[config.mk]
export PLATFORM = sky130hd
export DESIGN_NAME = seq_soft_advance
export DESIGN_NICKNAME = d
export VERILOG_FILES = /design/src/seq_pkg.sv /design/src/param_store.sv /design/src/seq_soft_advance.sv /design/src/trig_sync.sv
export SDC_FILE = /design/constraint.sdc
export NUM_CORES = 2
export LEC_CHECK = 0
export BUFFER_PORTS_ARGS = -buffer_cell sky130_fd_sc_hd__clkbuf_2
export CORE_UTILIZATION = 55
export CTS_CLUSTER_SIZE = 20
export DETAILED_ROUTE_END_ITERATION = 12
export PLACE_DENSITY = 0.71
export SETUP_SLACK_MARGIN = 0.02
export SYNTH_ARGS = -nofsm -noshare
export SYNTH_HDL_FRONTEND = slang
export SYNTH_SLANG_ARGS = --single-unit
[constraint.sdc]
create_clock -name sys_clk -period 7.4 [get_ports sys_clk]
set_clock_uncertainty 0.15 [all_clocks]
set_input_delay 0.74 -clock sys_clk [delete_from_list [all_inputs] [get_ports sys_clk]]
set_output_delay 0.74 -clock sys_clk [all_outputs]
set_load 0.005 [all_outputs]
[src/seq_pkg.sv]
// Notes on behaviour
// With no hardware advance source, move to the next set only on soft advance.
// With no hardware advance source, restart the cycle only on soft restart.
// On enable, copy stored set 0 into the active set.
// Each accepted frame trigger uses the active set, selection unchanged.
// A soft advance taking effect copies the next stored set into the active set.
// A soft restart taking effect copies stored set 0 into the active set.
// Until a pending command takes effect, frames keep using the old active set.
// While a set is copied, the waiting-for-trigger status drops.
// Frame triggers arriving during a set copy are ignored.
// Trigger source sends triggers only while waiting status shows, never during a copy; the model's fire_bad input fires regardless of status.
// After the last set of a cycle, the next advance wraps to set 0.
// Valid set indices run from 0 to stored_set_count minus one.
// Disable during a frame lets that frame finish, then cycling stops.
// On disable, the active set returns to its pre-enable values.
// Software-only advance suits testing, not real time; command latency is unpredictable.
// Pending commands are applied only between frames, while waiting for a trigger.
package seq_pkg;

  ////////////////////////////////////////////////////////////////////////////
  // Sizes
  localparam int unsigned SET_MAX = 64;
  localparam int unsigned IDX_W   = 6;
  localparam int unsigned CNT_W   = 7;
  localparam int unsigned PARAM_W = 16;

  ////////////////////////////////////////////////////////////////////////////
  // Timing
  localparam int unsigned CLK_PERIOD_NS = 100;
  localparam int unsigned LOAD_TIME_NS  = 400;
  localparam int unsigned FRAME_TIME_NS = 3000;
  localparam int unsigned LOAD_CYCLES   = (LOAD_TIME_NS + CLK_PERIOD_NS - 1) / CLK_PERIOD_NS;
  localparam int unsigned FRAME_CYCLES  = (FRAME_TIME_NS + CLK_PERIOD_NS - 1) / CLK_PERIOD_NS;

  ////////////////////////////////////////////////////////////////////////////
  // Register offsets
  localparam logic [7:0] OFF_CTRL     = 8'h00;
  localparam logic [7:0] OFF_CMD      = 8'h04;
  localparam logic [7:0] OFF_COUNT    = 8'h08;
  localparam logic [7:0] OFF_STATUS   = 8'h0c;
  localparam logic [7:0] OFF_SEL      = 8'h10;
  localparam logic [7:0] OFF_SET_DATA = 8'h14;
  localparam logic [7:0] OFF_BASE     = 8'h18;
  localparam logic [7:0] OFF_ACTIVE   = 8'h1c;
  localparam logic [7:0] OFF_IGNORED  = 8'h20;

  ////////////////////////////////////////////////////////////////////////////
  // Field positions
  localparam int unsigned CTRL_EN_BIT   = 0;
  localparam int unsigned CTRL_SRC_BIT  = 1;
  localparam int unsigned CTRL_EDGE_BIT = 2;
  localparam int unsigned CMD_ADV_BIT   = 0;
  localparam int unsigned CMD_RST_BIT   = 1;
  localparam int unsigned ST_IDX_LSB    = 0;
  localparam int unsigned ST_WAIT_BIT   = 8;
  localparam int unsigned ST_LOAD_BIT   = 9;
  localparam int unsigned ST_FRAME_BIT  = 10;
  localparam int unsigned ST_ADVP_BIT   = 11;
  localparam int unsigned ST_RSTP_BIT   = 12;
  localparam int unsigned ST_EN_BIT     = 13;

  ////////////////////////////////////////////////////////////////////////////
  // Reset values
  localparam logic [2:0]         CTRL_RST  = 3'h0;
  localparam logic [CNT_W-1:0]   COUNT_RST = 7'h01;
  localparam logic [PARAM_W-1:0] BASE_RST  = 16'h0000;
  localparam logic [PARAM_W-1:0] SET_RST   = 16'h0000;

  typedef enum logic [1:0] {
    S_OFF,
    S_LOAD,
    S_WAIT,
    S_FRAME
  } seq_state_t;

endpackage : seq_pkg

[src/param_store.sv]
`timescale 1ns/1ps
`default_nettype none
module param_store
  import seq_pkg::*;
(
  input  wire logic                         sys_clk,  // System clock
  input  wire logic                         arst_n,   // Async reset, active low
  input  wire logic                         wr_en,    // Write strobe
  input  wire logic [seq_pkg::IDX_W-1:0]    wr_idx,   // Write index
  input  wire logic [seq_pkg::PARAM_W-1:0]  wr_data,  // Write data
  input  wire logic [seq_pkg::IDX_W-1:0]    a_idx,    // Load read index
  output logic      [seq_pkg::PARAM_W-1:0]  a_data,   // Load read data
  input  wire logic [seq_pkg::IDX_W-1:0]    b_idx,    // Bus read index
  output logic      [seq_pkg::PARAM_W-1:0]  b_data    // Bus read data
);
  logic [PARAM_W-1:0] sets [SET_MAX];

  // One flip-flop row per stored set
  for (genvar i = 0; i < SET_MAX; i++) begin : g_row
    always_ff @(posedge sys_clk or negedge arst_n) begin
      if (!arst_n) begin
        sets[i] <= SET_RST;
      end else if (wr_en && wr_idx == IDX_W'(i)) begin
        sets[i] <= wr_data;
      end
    end
  end

  assign a_data = sets[a_idx];
  assign b_data = sets[b_idx];
endmodule : param_store
`default_nettype wire

[src/seq_soft_advance.sv]
`timescale 1ns/1ps
`default_nettype none
module seq_soft_advance
  import seq_pkg::*;
(
  input  wire logic                         sys_clk,       // System clock, 10 MHz
  input  wire logic                         arst_n,        // Async reset, active low
  input  wire logic                         psel,          // APB select
  input  wire logic                         penable,       // APB enable
  input  wire logic                         pwrite,        // APB direction
  input  wire logic [7:0]                   paddr,         // APB byte address
  input  wire logic [31:0]                  pwdata,        // APB write data
  output logic      [31:0]                  prdata,        // APB read data
  output logic                              pready,        // APB ready
  output logic                              pslverr,       // APB error
  input  wire logic                         frame_trig,    // Frame start trigger pin
  output logic                              wait_trig,     // Waiting for frame trigger
  output logic                              load_busy,     // Set copy in progress
  output logic                              frame_active,  // Exposure and readout
  output logic      [seq_pkg::PARAM_W-1:0]  active_param,  // Active set parameters
  output logic      [seq_pkg::IDX_W-1:0]    active_index   // Index of active set
);
  import seq_pkg::*;

  ////////////////////////////////////////////////////////////////////////////
  // Declarations
  seq_state_t         state;
  seq_state_t         next_state;
  logic               enable;
  logic               advance_source_select;
  logic               trigger_edge_select;
  logic [CNT_W-1:0]   stored_set_count;
  logic [IDX_W-1:0]   sel_idx;
  logic [PARAM_W-1:0] base_param;
  logic [15:0]        ignored_cnt;
  logic               adv_pend;
  logic               rst_pend;
  logic [IDX_W-1:0]   load_idx;
  logic [IDX_W-1:0]   next_idx;
  logic [2:0]         load_cnt;
  logic [4:0]         frame_cnt;
  logic [PARAM_W-1:0] store_rd;
  logic [PARAM_W-1:0] store_bus;
  logic               trig_edge;
  logic               wr_acc;
  logic               setup;
  logic               soft_next_set_command;
  logic               soft_cycle_restart_command;
  logic               cmd_ok;
  logic [31:0]        rd_mux;

  // Mapped offsets of the register file
  function automatic logic reg_hit(input logic [7:0] a);
    reg_hit = (a <= OFF_IGNORED) && (a[1:0] == 2'b00);
  endfunction : reg_hit

  // Usable set count, clamped to 1..SET_MAX
  function automatic logic [CNT_W-1:0] eff_count(input logic [CNT_W-1:0] c);
    if (c == '0) eff_count = CNT_W'(1);
    else if (c > CNT_W'(SET_MAX)) eff_count = CNT_W'(SET_MAX);
    else eff_count = c;
  endfunction : eff_count

  ////////////////////////////////////////////////////////////////////////////
  // Submodules
  trig_sync u_trig (
    .sys_clk     (sys_clk),
    .arst_n      (arst_n),
    .trig_pin    (frame_trig),
    .falling_sel (trigger_edge_select),
    .trig_edge   (trig_edge)
  );

  param_store u_store (
    .sys_clk (sys_clk),
    .arst_n  (arst_n),
    .wr_en   (wr_acc && paddr == OFF_SET_DATA),
    .wr_idx  (sel_idx),
    .wr_data (pwdata[PARAM_W-1:0]),
    .a_idx   (load_idx),
    .a_data  (store_rd),
    .b_idx   (sel_idx),
    .b_data  (store_bus)
  );

  ////////////////////////////////////////////////////////////////////////////
  // APB slave
  assign setup  = psel && !penable;
  assign wr_acc = psel && penable && pready && pwrite && reg_hit(paddr);

  // Zero-wait answer, error on unmapped address
  always_ff @(posedge sys_clk or negedge arst_n) begin
    if (!arst_n) begin
      pready  <= 1'b0;
      pslverr <= 1'b0;
      prdata  <= 32'h0000_0000;
    end else begin
      pready  <= setup;
      pslverr <= setup && !reg_hit(paddr);
      if (setup && !pwrite) prdata <= rd_mux;
    end
  end

  // Read multiplexer
  always_comb begin
    rd_mux = 32'h0000_0000;
    unique case (paddr)
      OFF_CTRL: begin
        rd_mux[CTRL_EN_BIT]   = enable;
        rd_mux[CTRL_SRC_BIT]  = advance_source_select;
        rd_mux[CTRL_EDGE_BIT] = trigger_edge_select;
      end
      OFF_COUNT:    rd_mux[CNT_W-1:0] = stored_set_count;
      OFF_STATUS: begin
        rd_mux[ST_IDX_LSB +: IDX_W] = active_index;
        rd_mux[ST_WAIT_BIT]  = wait_trig;
        rd_mux[ST_LOAD_BIT]  = load_busy;
        rd_mux[ST_FRAME_BIT] = frame_active;
        rd_mux[ST_ADVP_BIT]  = adv_pend;
        rd_mux[ST_RSTP_BIT]  = rst_pend;
        rd_mux[ST_EN_BIT]    = (state != S_OFF);
      end
      OFF_SEL:      rd_mux[IDX_W-1:0] = sel_idx;
      OFF_SET_DATA: rd_mux[PARAM_W-1:0] = store_bus;
      OFF_BASE:     rd_mux[PARAM_W-1:0] = base_param;
      OFF_ACTIVE:   rd_mux[PARAM_W-1:0] = active_param;
      OFF_IGNORED:  rd_mux[15:0] = ignored_cnt;
      default:      rd_mux = 32'h0000_0000;
    endcase
  end

  // Configuration registers
  always_ff @(posedge sys_clk or negedge arst_n) begin
    if (!arst_n) begin
      {trigger_edge_select, advance_source_select, enable} <= CTRL_RST;
      stored_set_count <= COUNT_RST;
      sel_idx          <= '0;
      base_param       <= BASE_RST;
    end else if (wr_acc) begin
      unique case (paddr)
        OFF_CTRL: begin
          enable                <= pwdata[CTRL_EN_BIT];
          advance_source_select <= pwdata[CTRL_SRC_BIT];
          trigger_edge_select   <= pwdata[CTRL_EDGE_BIT];
        end
        OFF_COUNT: stored_set_count <= pwdata[CNT_W-1:0];
        OFF_SEL:   sel_idx <= pwdata[IDX_W-1:0];
        OFF_BASE:  base_param <= pwdata[PARAM_W-1:0];
        default: ;
      endcase
    end
  end

  ////////////////////////////////////////////////////////////////////////////
  // Soft commands, honoured only with no hardware advance source
  assign cmd_ok = wr_acc && paddr == OFF_CMD && !advance_source_select && enable;
  assign soft_next_set_command      = cmd_ok && pwdata[CMD_ADV_BIT];
  assign soft_cycle_restart_command = cmd_ok && pwdata[CMD_RST_BIT];

  // Pending flags; a new command wins over the clear
  always_ff @(posedge sys_clk or negedge arst_n) begin
    if (!arst_n) begin
      adv_pend <= 1'b0;
      rst_pend <= 1'b0;
    end else begin
      if (soft_next_set_command) adv_pend <= 1'b1;
      else if (state == S_OFF || (state == S_WAIT && next_state == S_LOAD)) adv_pend <= 1'b0;
      if (soft_cycle_restart_command) rst_pend <= 1'b1;
      else if (state == S_OFF || (state == S_WAIT && next_state == S_LOAD)) rst_pend <= 1'b0;
    end
  end

  // Next index wraps at the end of the cycle
  always_comb begin
    if (7'(active_index) + 7'd1 >= eff_count(stored_set_count)) next_idx = '0;
    else next_idx = active_index + 6'd1;
  end

  ////////////////////////////////////////////////////////////////////////////
  // Sequencer state machine
  always_comb begin
    next_state = state;
    unique case (state)
      S_OFF:   if (enable) next_state = S_LOAD;
      S_LOAD:  if (load_cnt == '0) next_state = S_WAIT;
      S_WAIT: begin
        if (!enable) next_state = S_OFF;
        else if (adv_pend || rst_pend) next_state = S_LOAD;
        else if (trig_edge) next_state = S_FRAME;
      end
      S_FRAME: if (frame_cnt == '0) next_state = enable ? S_WAIT : S_OFF;
    endcase
  end

  // State, counters and load target
  always_ff @(posedge sys_clk or negedge arst_n) begin
    if (!arst_n) begin
      state     <= S_OFF;
      load_cnt  <= '0;
      frame_cnt <= '0;
      load_idx  <= '0;
    end else begin
      state <= next_state;
      if (state != S_LOAD && next_state == S_LOAD) begin
        load_cnt <= 3'(LOAD_CYCLES - 1);
        if (state == S_OFF || rst_pend) load_idx <= '0;
        else load_idx <= next_idx;
      end else if (load_cnt != '0) begin
        load_cnt <= load_cnt - 3'd1;
      end
      if (next_state == S_FRAME && state == S_WAIT) frame_cnt <= 5'(FRAME_CYCLES - 1);
      else if (frame_cnt != '0) frame_cnt <= frame_cnt - 5'd1;
    end
  end

  // Active set: copy at end of load, restore on disable
  always_ff @(posedge sys_clk or negedge arst_n) begin
    if (!arst_n) begin
      active_param <= BASE_RST;
      active_index <= '0;
    end else if (state == S_LOAD && load_cnt == '0) begin
      active_param <= store_rd;
      active_index <= load_idx;
    end else if (next_state == S_OFF) begin
      active_param <= base_param;
      active_index <= '0;
    end
  end

  // Status outputs and ignored-trigger count
  always_ff @(posedge sys_clk or negedge arst_n) begin
    if (!arst_n) begin
      wait_trig    <= 1'b0;
      load_busy    <= 1'b0;
      frame_active <= 1'b0;
      ignored_cnt  <= 16'h0000;
    end else begin
      wait_trig    <= (next_state == S_WAIT);
      load_busy    <= (next_state == S_LOAD);
      frame_active <= (next_state == S_FRAME);
      if (state == S_LOAD && trig_edge && ignored_cnt != 16'hffff) ignored_cnt <= ignored_cnt + 16'h0001;
    end
  end
endmodule : seq_soft_advance
`default_nettype wire

[src/trig_sync.sv]
`timescale 1ns/1ps
`default_nettype none
module trig_sync (
  input  wire logic sys_clk,      // System clock
  input  wire logic arst_n,       // Async reset, active low
  input  wire logic trig_pin,     // Raw trigger pin
  input  wire logic falling_sel,  // 0 upward_transition, 1 falling
  output logic      trig_edge     // One-cycle selected edge
);
  logic meta;
  logic sync;
  logic prev;

  // Two-stage synchroniser, then edge history
  always_ff @(posedge sys_clk or negedge arst_n) begin
    if (!arst_n) begin
      meta <= 1'b0;
      sync <= 1'b0;
      prev <= 1'b0;
    end else begin
      meta <= trig_pin;
      sync <= meta;
      prev <= sync;
    end
  end

  // Edge of the chosen polarity
  assign trig_edge = falling_sel ? (prev & ~sync) : (sync & ~prev);
endmodule : trig_sync
`default_nettype wire
Word-level counts from Yosys, hierarchy flattened
Cells that the tools add are included.
Storage, ports and cells
  memory bits (writable): 0
  register bits: 1136
  output and inout bits: 59
  memories: 0
  ROM bits: 0
  bits in latches: 0
  bits of input ports: 46
Operators by class
  reduce and logical (&&, ||, !) cells: 111
  add/subtract/negate cells: 5
  order comparisons: 5
  muxes and demuxes: 36
  bitwise gates (word level): 6
  multipliers: 0
  equality and inequality tests: 79
  shift-type cells: 0
  div/mod/pow operators: 0
Operators by type and width (count)
  16-bit binary-select mux with 6-bit select: 2
  6-bit == test (second input constant): 32
  6-bit by 5-bit == test with 1-bit output (second input constant): 16
  16-bit 2-to-1 mux: 6
  1-bit logical AND: 84
  6-bit by 4-bit == test with 1-bit output (second input constant): 8
  8-bit by 5-bit == test with 1-bit output (second input constant): 4
  6-bit one-hot mux with 5 select lines: 1
  6-bit by 3-bit == test with 1-bit output (second input constant): 4
  6-bit 2-to-1 mux: 4
  3-bit one-hot mux with 8 select lines: 1
  3-bit one-hot mux with 7 select lines: 1
  16-bit by 1-bit adder with 16-bit output (second input constant): 1
  8-bit by 4-bit == test with 1-bit output (second input constant): 2
  16-bit inequality test (second input constant): 1
  2-bit one-hot mux with 4 select lines: 2
  7-bit >= comparator (second input constant): 2
  2-bit 2-to-1 mux: 7
  7-bit 2-to-1 mux: 2
  6-bit NOT with 7-bit output: 2
  6-bit by 2-bit == test with 1-bit output (second input constant): 2
  2-bit nonzero test: 6
  5-bit 2-to-1 mux: 2
  2-bit == test (second input constant): 4
  other kinds (29): 46

Logic depth before layout (Yosys ltp)
  word-level depth: 12
  mapped depth: 10
  depth with buffers taken out: 10

Modules after synthesis
A second synthesis with hierarchy kept.
Second synthesis, totals
  cells, all modules: 4057
  area, all modules: 60212.7 µm²
Modules (own cells, without submodules)
  param_store: seq. area each 25624.6 µm², area an instance 54337.1 µm², cells an instance 3527, times used 1
  seq_soft_advance: seq. area each 2728.9 µm², area an instance 5778.0 µm², cells an instance 524, times used 1
  trig_sync: seq. area each 75.1 µm², area an instance 97.6 µm², cells an instance 6, times used 1

Worst setup path after synthesis
OpenSTA, ideal clock, no wires.
  path kind: input -> register
  start point: input paddr[5]
  end point: register u_store.sets[469] (netlist bit)
  buffers on the path: 4
  arrival time: 2.787 ns
  cell stages on the path: 10
  slack: 4.338 ns
  cells stage by stage: buf_6 > nor4b_4 > and2_4 > nand2b_1 > or3_1 > buf_6 > buf_12 > nor2_8 > buf_6 > mux2_2
On the way
  cells in the longest elaborated chain, start to end: 5
RTL lines
  from (decl): line seq_soft_advance.sv:11  | input wire logic [7:0] paddr,
  8-bit by 6-bit less-or-equal comparator with 1-bit output: line seq_soft_advance.sv:54  | reg_hit = (a <= OFF_IGNORED) && (a[1:0] == 2'b00);
  1-bit logical AND: line seq_soft_advance.sv:54
  1-bit logical AND: line seq_soft_advance.sv:89  | assign wr_acc = psel && penable && pready && pwrite && reg_hit(paddr);
  1-bit logical AND *: line seq_soft_advance.sv:77  | .wr_en (wr_acc && paddr == OFF_SET_DATA),
  1-bit logical AND *: line param_store.sv:23  | end else if (wr_en && wr_idx == IDX_W'(i)) begin
  to (signal, indexed assignment): line param_store.sv:24  | sets[i] <= wr_data;
  to (decl): line param_store.sv:16  | logic [PARAM_W-1:0] sets [SET_MAX];
Mark *: on every way between the ends. The rest lies on a longest branch, timed or not.
A chain may end at the register's enable or synchronous reset.

Final worst setup path
  start point: register sel_idx[0]
  end point: register prdata[15]
On the way
  cells in the longest elaborated chain, start to end: 5
RTL lines
  from (decl): line seq_soft_advance.sv:33  | logic [IDX_W-1:0] sel_idx;
  from (signal assigned): line seq_soft_advance.sv:147  | OFF_SEL: sel_idx <= pwdata[IDX_W-1:0];
  6-bit NOT with 7-bit output (not written as such): line param_store.sv:30  | assign b_data = sets[b_idx];
  16-bit binary-select mux with 6-bit select: line param_store.sv:30
  16-bit 2-to-1 mux (not written as such) (2 in a row): line param_store.sv:30
  2-bit one-hot mux with 4 select lines: line seq_soft_advance.sv:107  | unique case (paddr)
  to (signal assigned): line seq_soft_advance.sv:100  | if (setup && !pwrite) prdata <= rd_mux;
  to (decl): line seq_soft_advance.sv:13  | output logic [31:0] prdata,
Every way passes these cells. The select of a mux whose other input is x is not followed.

==> impl_metrics.env <==
export IMPL_clk_pin_slew_ns=0.06
export IMPL_die_x_um=334
export IMPL_cp_slowest_stage_delay_ns=1.06
export IMPL_synth_compound_area_share_pct=3.42
export IMPL_grt_pass1_wl_mm=260
export IMPL_coreArea_mm2=0.109
export IMPL_min_path_type="in -> reg"
export IMPL_drt_iter0_drc=4075
export IMPL_netlist_area_mm2=0.0607
export IMPL_grt_usage_pct=31.7
export IMPL_cts_setup_buffers=0
export IMPL_drc=0
export IMPL_critPathCaptureType="flip-flop"
export IMPL_die_h_um=334
export IMPL_worstSetupPathType="reg -> reg"
export IMPL_leakagePower_nw=29.8
export IMPL_dr_pass1_iters=5
export IMPL_synth_edf_count=0
export IMPL_report_final_hold_viol_count=0
export IMPL_ctsResizeCount=0
export IMPL_fillCellCount=8231
export IMPL_maxCapViolCount=0
export IMPL_grt_overflow_total=0
export IMPL_hold_depth=2
export IMPL_p_per_area_mw_per_mm2=191
export IMPL_antenna_found_initial=5
export IMPL_netSwitchingFraction_pct=22.1
export IMPL_yosysTopAreaCell="dfrtp_1"
export IMPL_p_int_w=0.00979
export IMPL_cp_num_buf_inv=1
export IMPL_synth_flop_cell="dfrtp_1"
export IMPL_synthXorXnorAreaFrac_pct=0.303
export IMPL_route_detailed_wl_per_inst_um=32.1
export IMPL_design_area_mm2=0.0659
export IMPL_ys_seq_elements=1136
export IMPL_pwr_share_comb_pct=2.6
export IMPL_yosysSeqAreaShare_pct=46.9
export IMPL_max_freq_mhz=208
export IMPL_rsz0062_at_grt="false"
export IMPL_numCtsBuffers=118
export IMPL_cts_htree_levels=3
export IMPL_slowest_stage="dfrtp_4"
export IMPL_grt_max_degree=148
export IMPL_whs_ns=0.0909
export IMPL_pwr_share_seq_pct=49.6
export IMPL_synth_top_family_by_area="multiplexers"
export IMPL_first_global_vias=38100
export IMPL_min_period_ns=4.80
export IMPL_start_kind="flip-flop"
export IMPL_clock_path_buffers=3
export IMPL_muxShareOfSynthArea_pct=42.6
export IMPL_arrival_ns=5.19
export IMPL_ant_nets=0
export IMPL_finalMaxSlewViolations=0
export IMPL_rr_worst_depth=7
export IMPL_synthAdderAreaFrac_pct=0.268
export IMPL_synth_cell_type_count=75
export IMPL_drive_gt1_share_pct=49.8
export IMPL_power_net_switching_w=0.00277
export IMPL_drt_vias_per_instance=6.94
export IMPL_cts_tree="yes"
export IMPL_syn_avg_cell_area_um2=15.3
export IMPL_maxSlewHeadroom_pct=11.9
export IMPL_setup_viol=0
export IMPL_async_flop_share_pct=100
export IMPL_initial_core_util_pct=55.6
export IMPL_period_share_pct=64.9
export IMPL_dieArea_mm2=0.112
export IMPL_path_delay_family="compound AO/OA/AOI/OAI gates"
export IMPL_wl_mm=174
export IMPL_synth_simple_area_share_pct=3.34
export IMPL_hpwl_mm=103
export IMPL_crit_fanout=60
export IMPL_root_buffer="clkbuf_16"
export IMPL_rrSetupSlack_ns=2.60
export IMPL_cp_num_cells=7
export IMPL_dpl_cell_area_mm2=0.0620
export IMPL_p_clk_share_pct=47.8
export IMPL_peakVddDrop_uv=187
export IMPL_required_ns=7.79
export IMPL_yosys_area_top_type_share_pct=46.8
export IMPL_layout_nets=3912
export IMPL_synth_commonest_cells="1135 x dfrtp_1, 971 x mux2_2, 563 x mux4_2"
export IMPL_path_cells="buf_12 > mux4_2 > a22o_1 > a221oi_1 > o22ai_1 > a2111oi_0 > o21ai_0"
export IMPL_via_count=37700
export IMPL_synthTopCellsByArea="dfrtp_1 47%, mux4_2 21%, mux2_2 18%, mux2i_1 1.8%, clkbuf_1 1.4%"
export IMPL_final_cells=5427
export IMPL_routabilityCongestion=0.917
export IMPL_syn2layout_area_growth_pct=8.59
export IMPL_clock_latency_ns=0.71
export IMPL_portBuffers=72
export IMPL_setup_tns_ns=0
export IMPL_status="complete, no violations"
export IMPL_numClockSinks=1136
export IMPL_yosys_cell_count_top_type="dfrtp_1"
export IMPL_dp_cells=5207
export IMPL_num_rows=121
export IMPL_syn_inst=3964
export IMPL_hold_buffers=2
export IMPL_yosys_warnings=0
export IMPL_fin_total_pwr_w=0.0126
export IMPL_tightest_slew_ns=1.29
export IMPL_io_pins=105
[state kept, by name, summed over array words and instances (netlist names), 5 cells and up]
register          cells
u_store.sets       1024
active_param         16
base_param           16
ignored_cnt          16
prdata               16
stored_set_count      7
active_index          6
load_idx              6
sel_idx               6
frame_cnt             5
[power groups by stage]
stage | clock network (W) | registers, W | logic [W]
after CTS | 0.00608 | 0.00623 | 0.000338
final | 0.00601 | 0.00623 | 0.000331
after floorplan | 0 | 0.00634 | 0.000128
after detailed placement | 0 | 0.00634 | 0.000336
after global routing | 0.00632 | 0.00623 | 0.000370
after global placement | 0 | 0.00634 | 0.000332
[final timing paths]
kind                                       to         from
max in group asynchronous   u_store.sets[723]       arst_n
max                                prdata[15]   sel_idx[0]
min in group asynchronous  u_store.sets[1016]       arst_n
max reg2reg                        prdata[15]   sel_idx[0]
min                                    pready      penable
min reg2reg                       u_trig.sync  u_trig.meta
[per-stage QoR]
stage	utilization, %	setup WS [ns]
2_1_floorplan	-	4.34
3_3_place_gp	56.8	2.41
3_5_place_dp	56.8	2.33
4_1_cts	60.4	2.71
5_1_grt	60.4	2.36
6_report	60.4	2.60
[cell type report]
type,count,area [µm²],area share (%)
inverters,14,52.6,0.0798
diodes,3,7.51,0.0114
multi-input cells,2429,30400,46.2
flip-flops and latches,1136,28500,43.2
well taps,1476,1850,2.80
clock buffers,187,3570,5.41
repair buffers,154,1220,1.85
clock inverters,28,315,0.479
[cells in the final DEF (no fill, tap or decap), types with 16 or more instances in the layout]
| master | synthesis | final |
|---|---|---|
| a21oi_1 | 47 | 47 |
| a221oi_1 | 28 | 28 |
| a22o_1 | 33 | 33 |
| a22oi_1 | 91 | 91 |
| buf_12 | 1 | 18 |
| buf_4 | 32 | 62 |
| clkbuf_1 | 220 | 37 |
| clkbuf_16 | 0 | 121 |
| clkbuf_2 | 0 | 71 |
| clkbuf_8 | 0 | 29 |
| clkinv_2 | 0 | 21 |
| conb_1 | 1 | 16 |
| dfrtp_1 | 1135 | 1127 |
| mux2_1 | 62 | 62 |
| mux2_2 | 971 | 971 |
| mux2_4 | 30 | 30 |
| mux2i_1 | 108 | 108 |
| mux4_2 | 563 | 563 |
| nand2_1 | 116 | 116 |
| nand3_1 | 16 | 16 |
| nor2_1 | 54 | 48 |
| nor2b_1 | 22 | 19 |
| o21ai_0 | 44 | 44 |
[layer usage]
layer	wire length, µm	global-route usage [%]	up-vias	part of all wire [%]
met1	70200	44.0	20500	40
met3	14900	7.40	363	8.6
li1	-	-	15100	-
met4	7320	12.7	2	4.2
met2	81600	48.8	1649	47
met5	15	0	-	0.0086
[cell families (layout without fill, tap and decap cells)]
logic type / count (synthesis) / count (layout)
compound gates: 292 / 292
simple gates: 353 / 353
other cells: 1 / 19
flops: 1136 / 1136
xor+xnor: 21 / 21
buf+inv: 414 / 383
fa+ha+maj: 13 / 13
mux: 1734 / 1734
No activity file was read; power rests on OpenSTA's default activity.
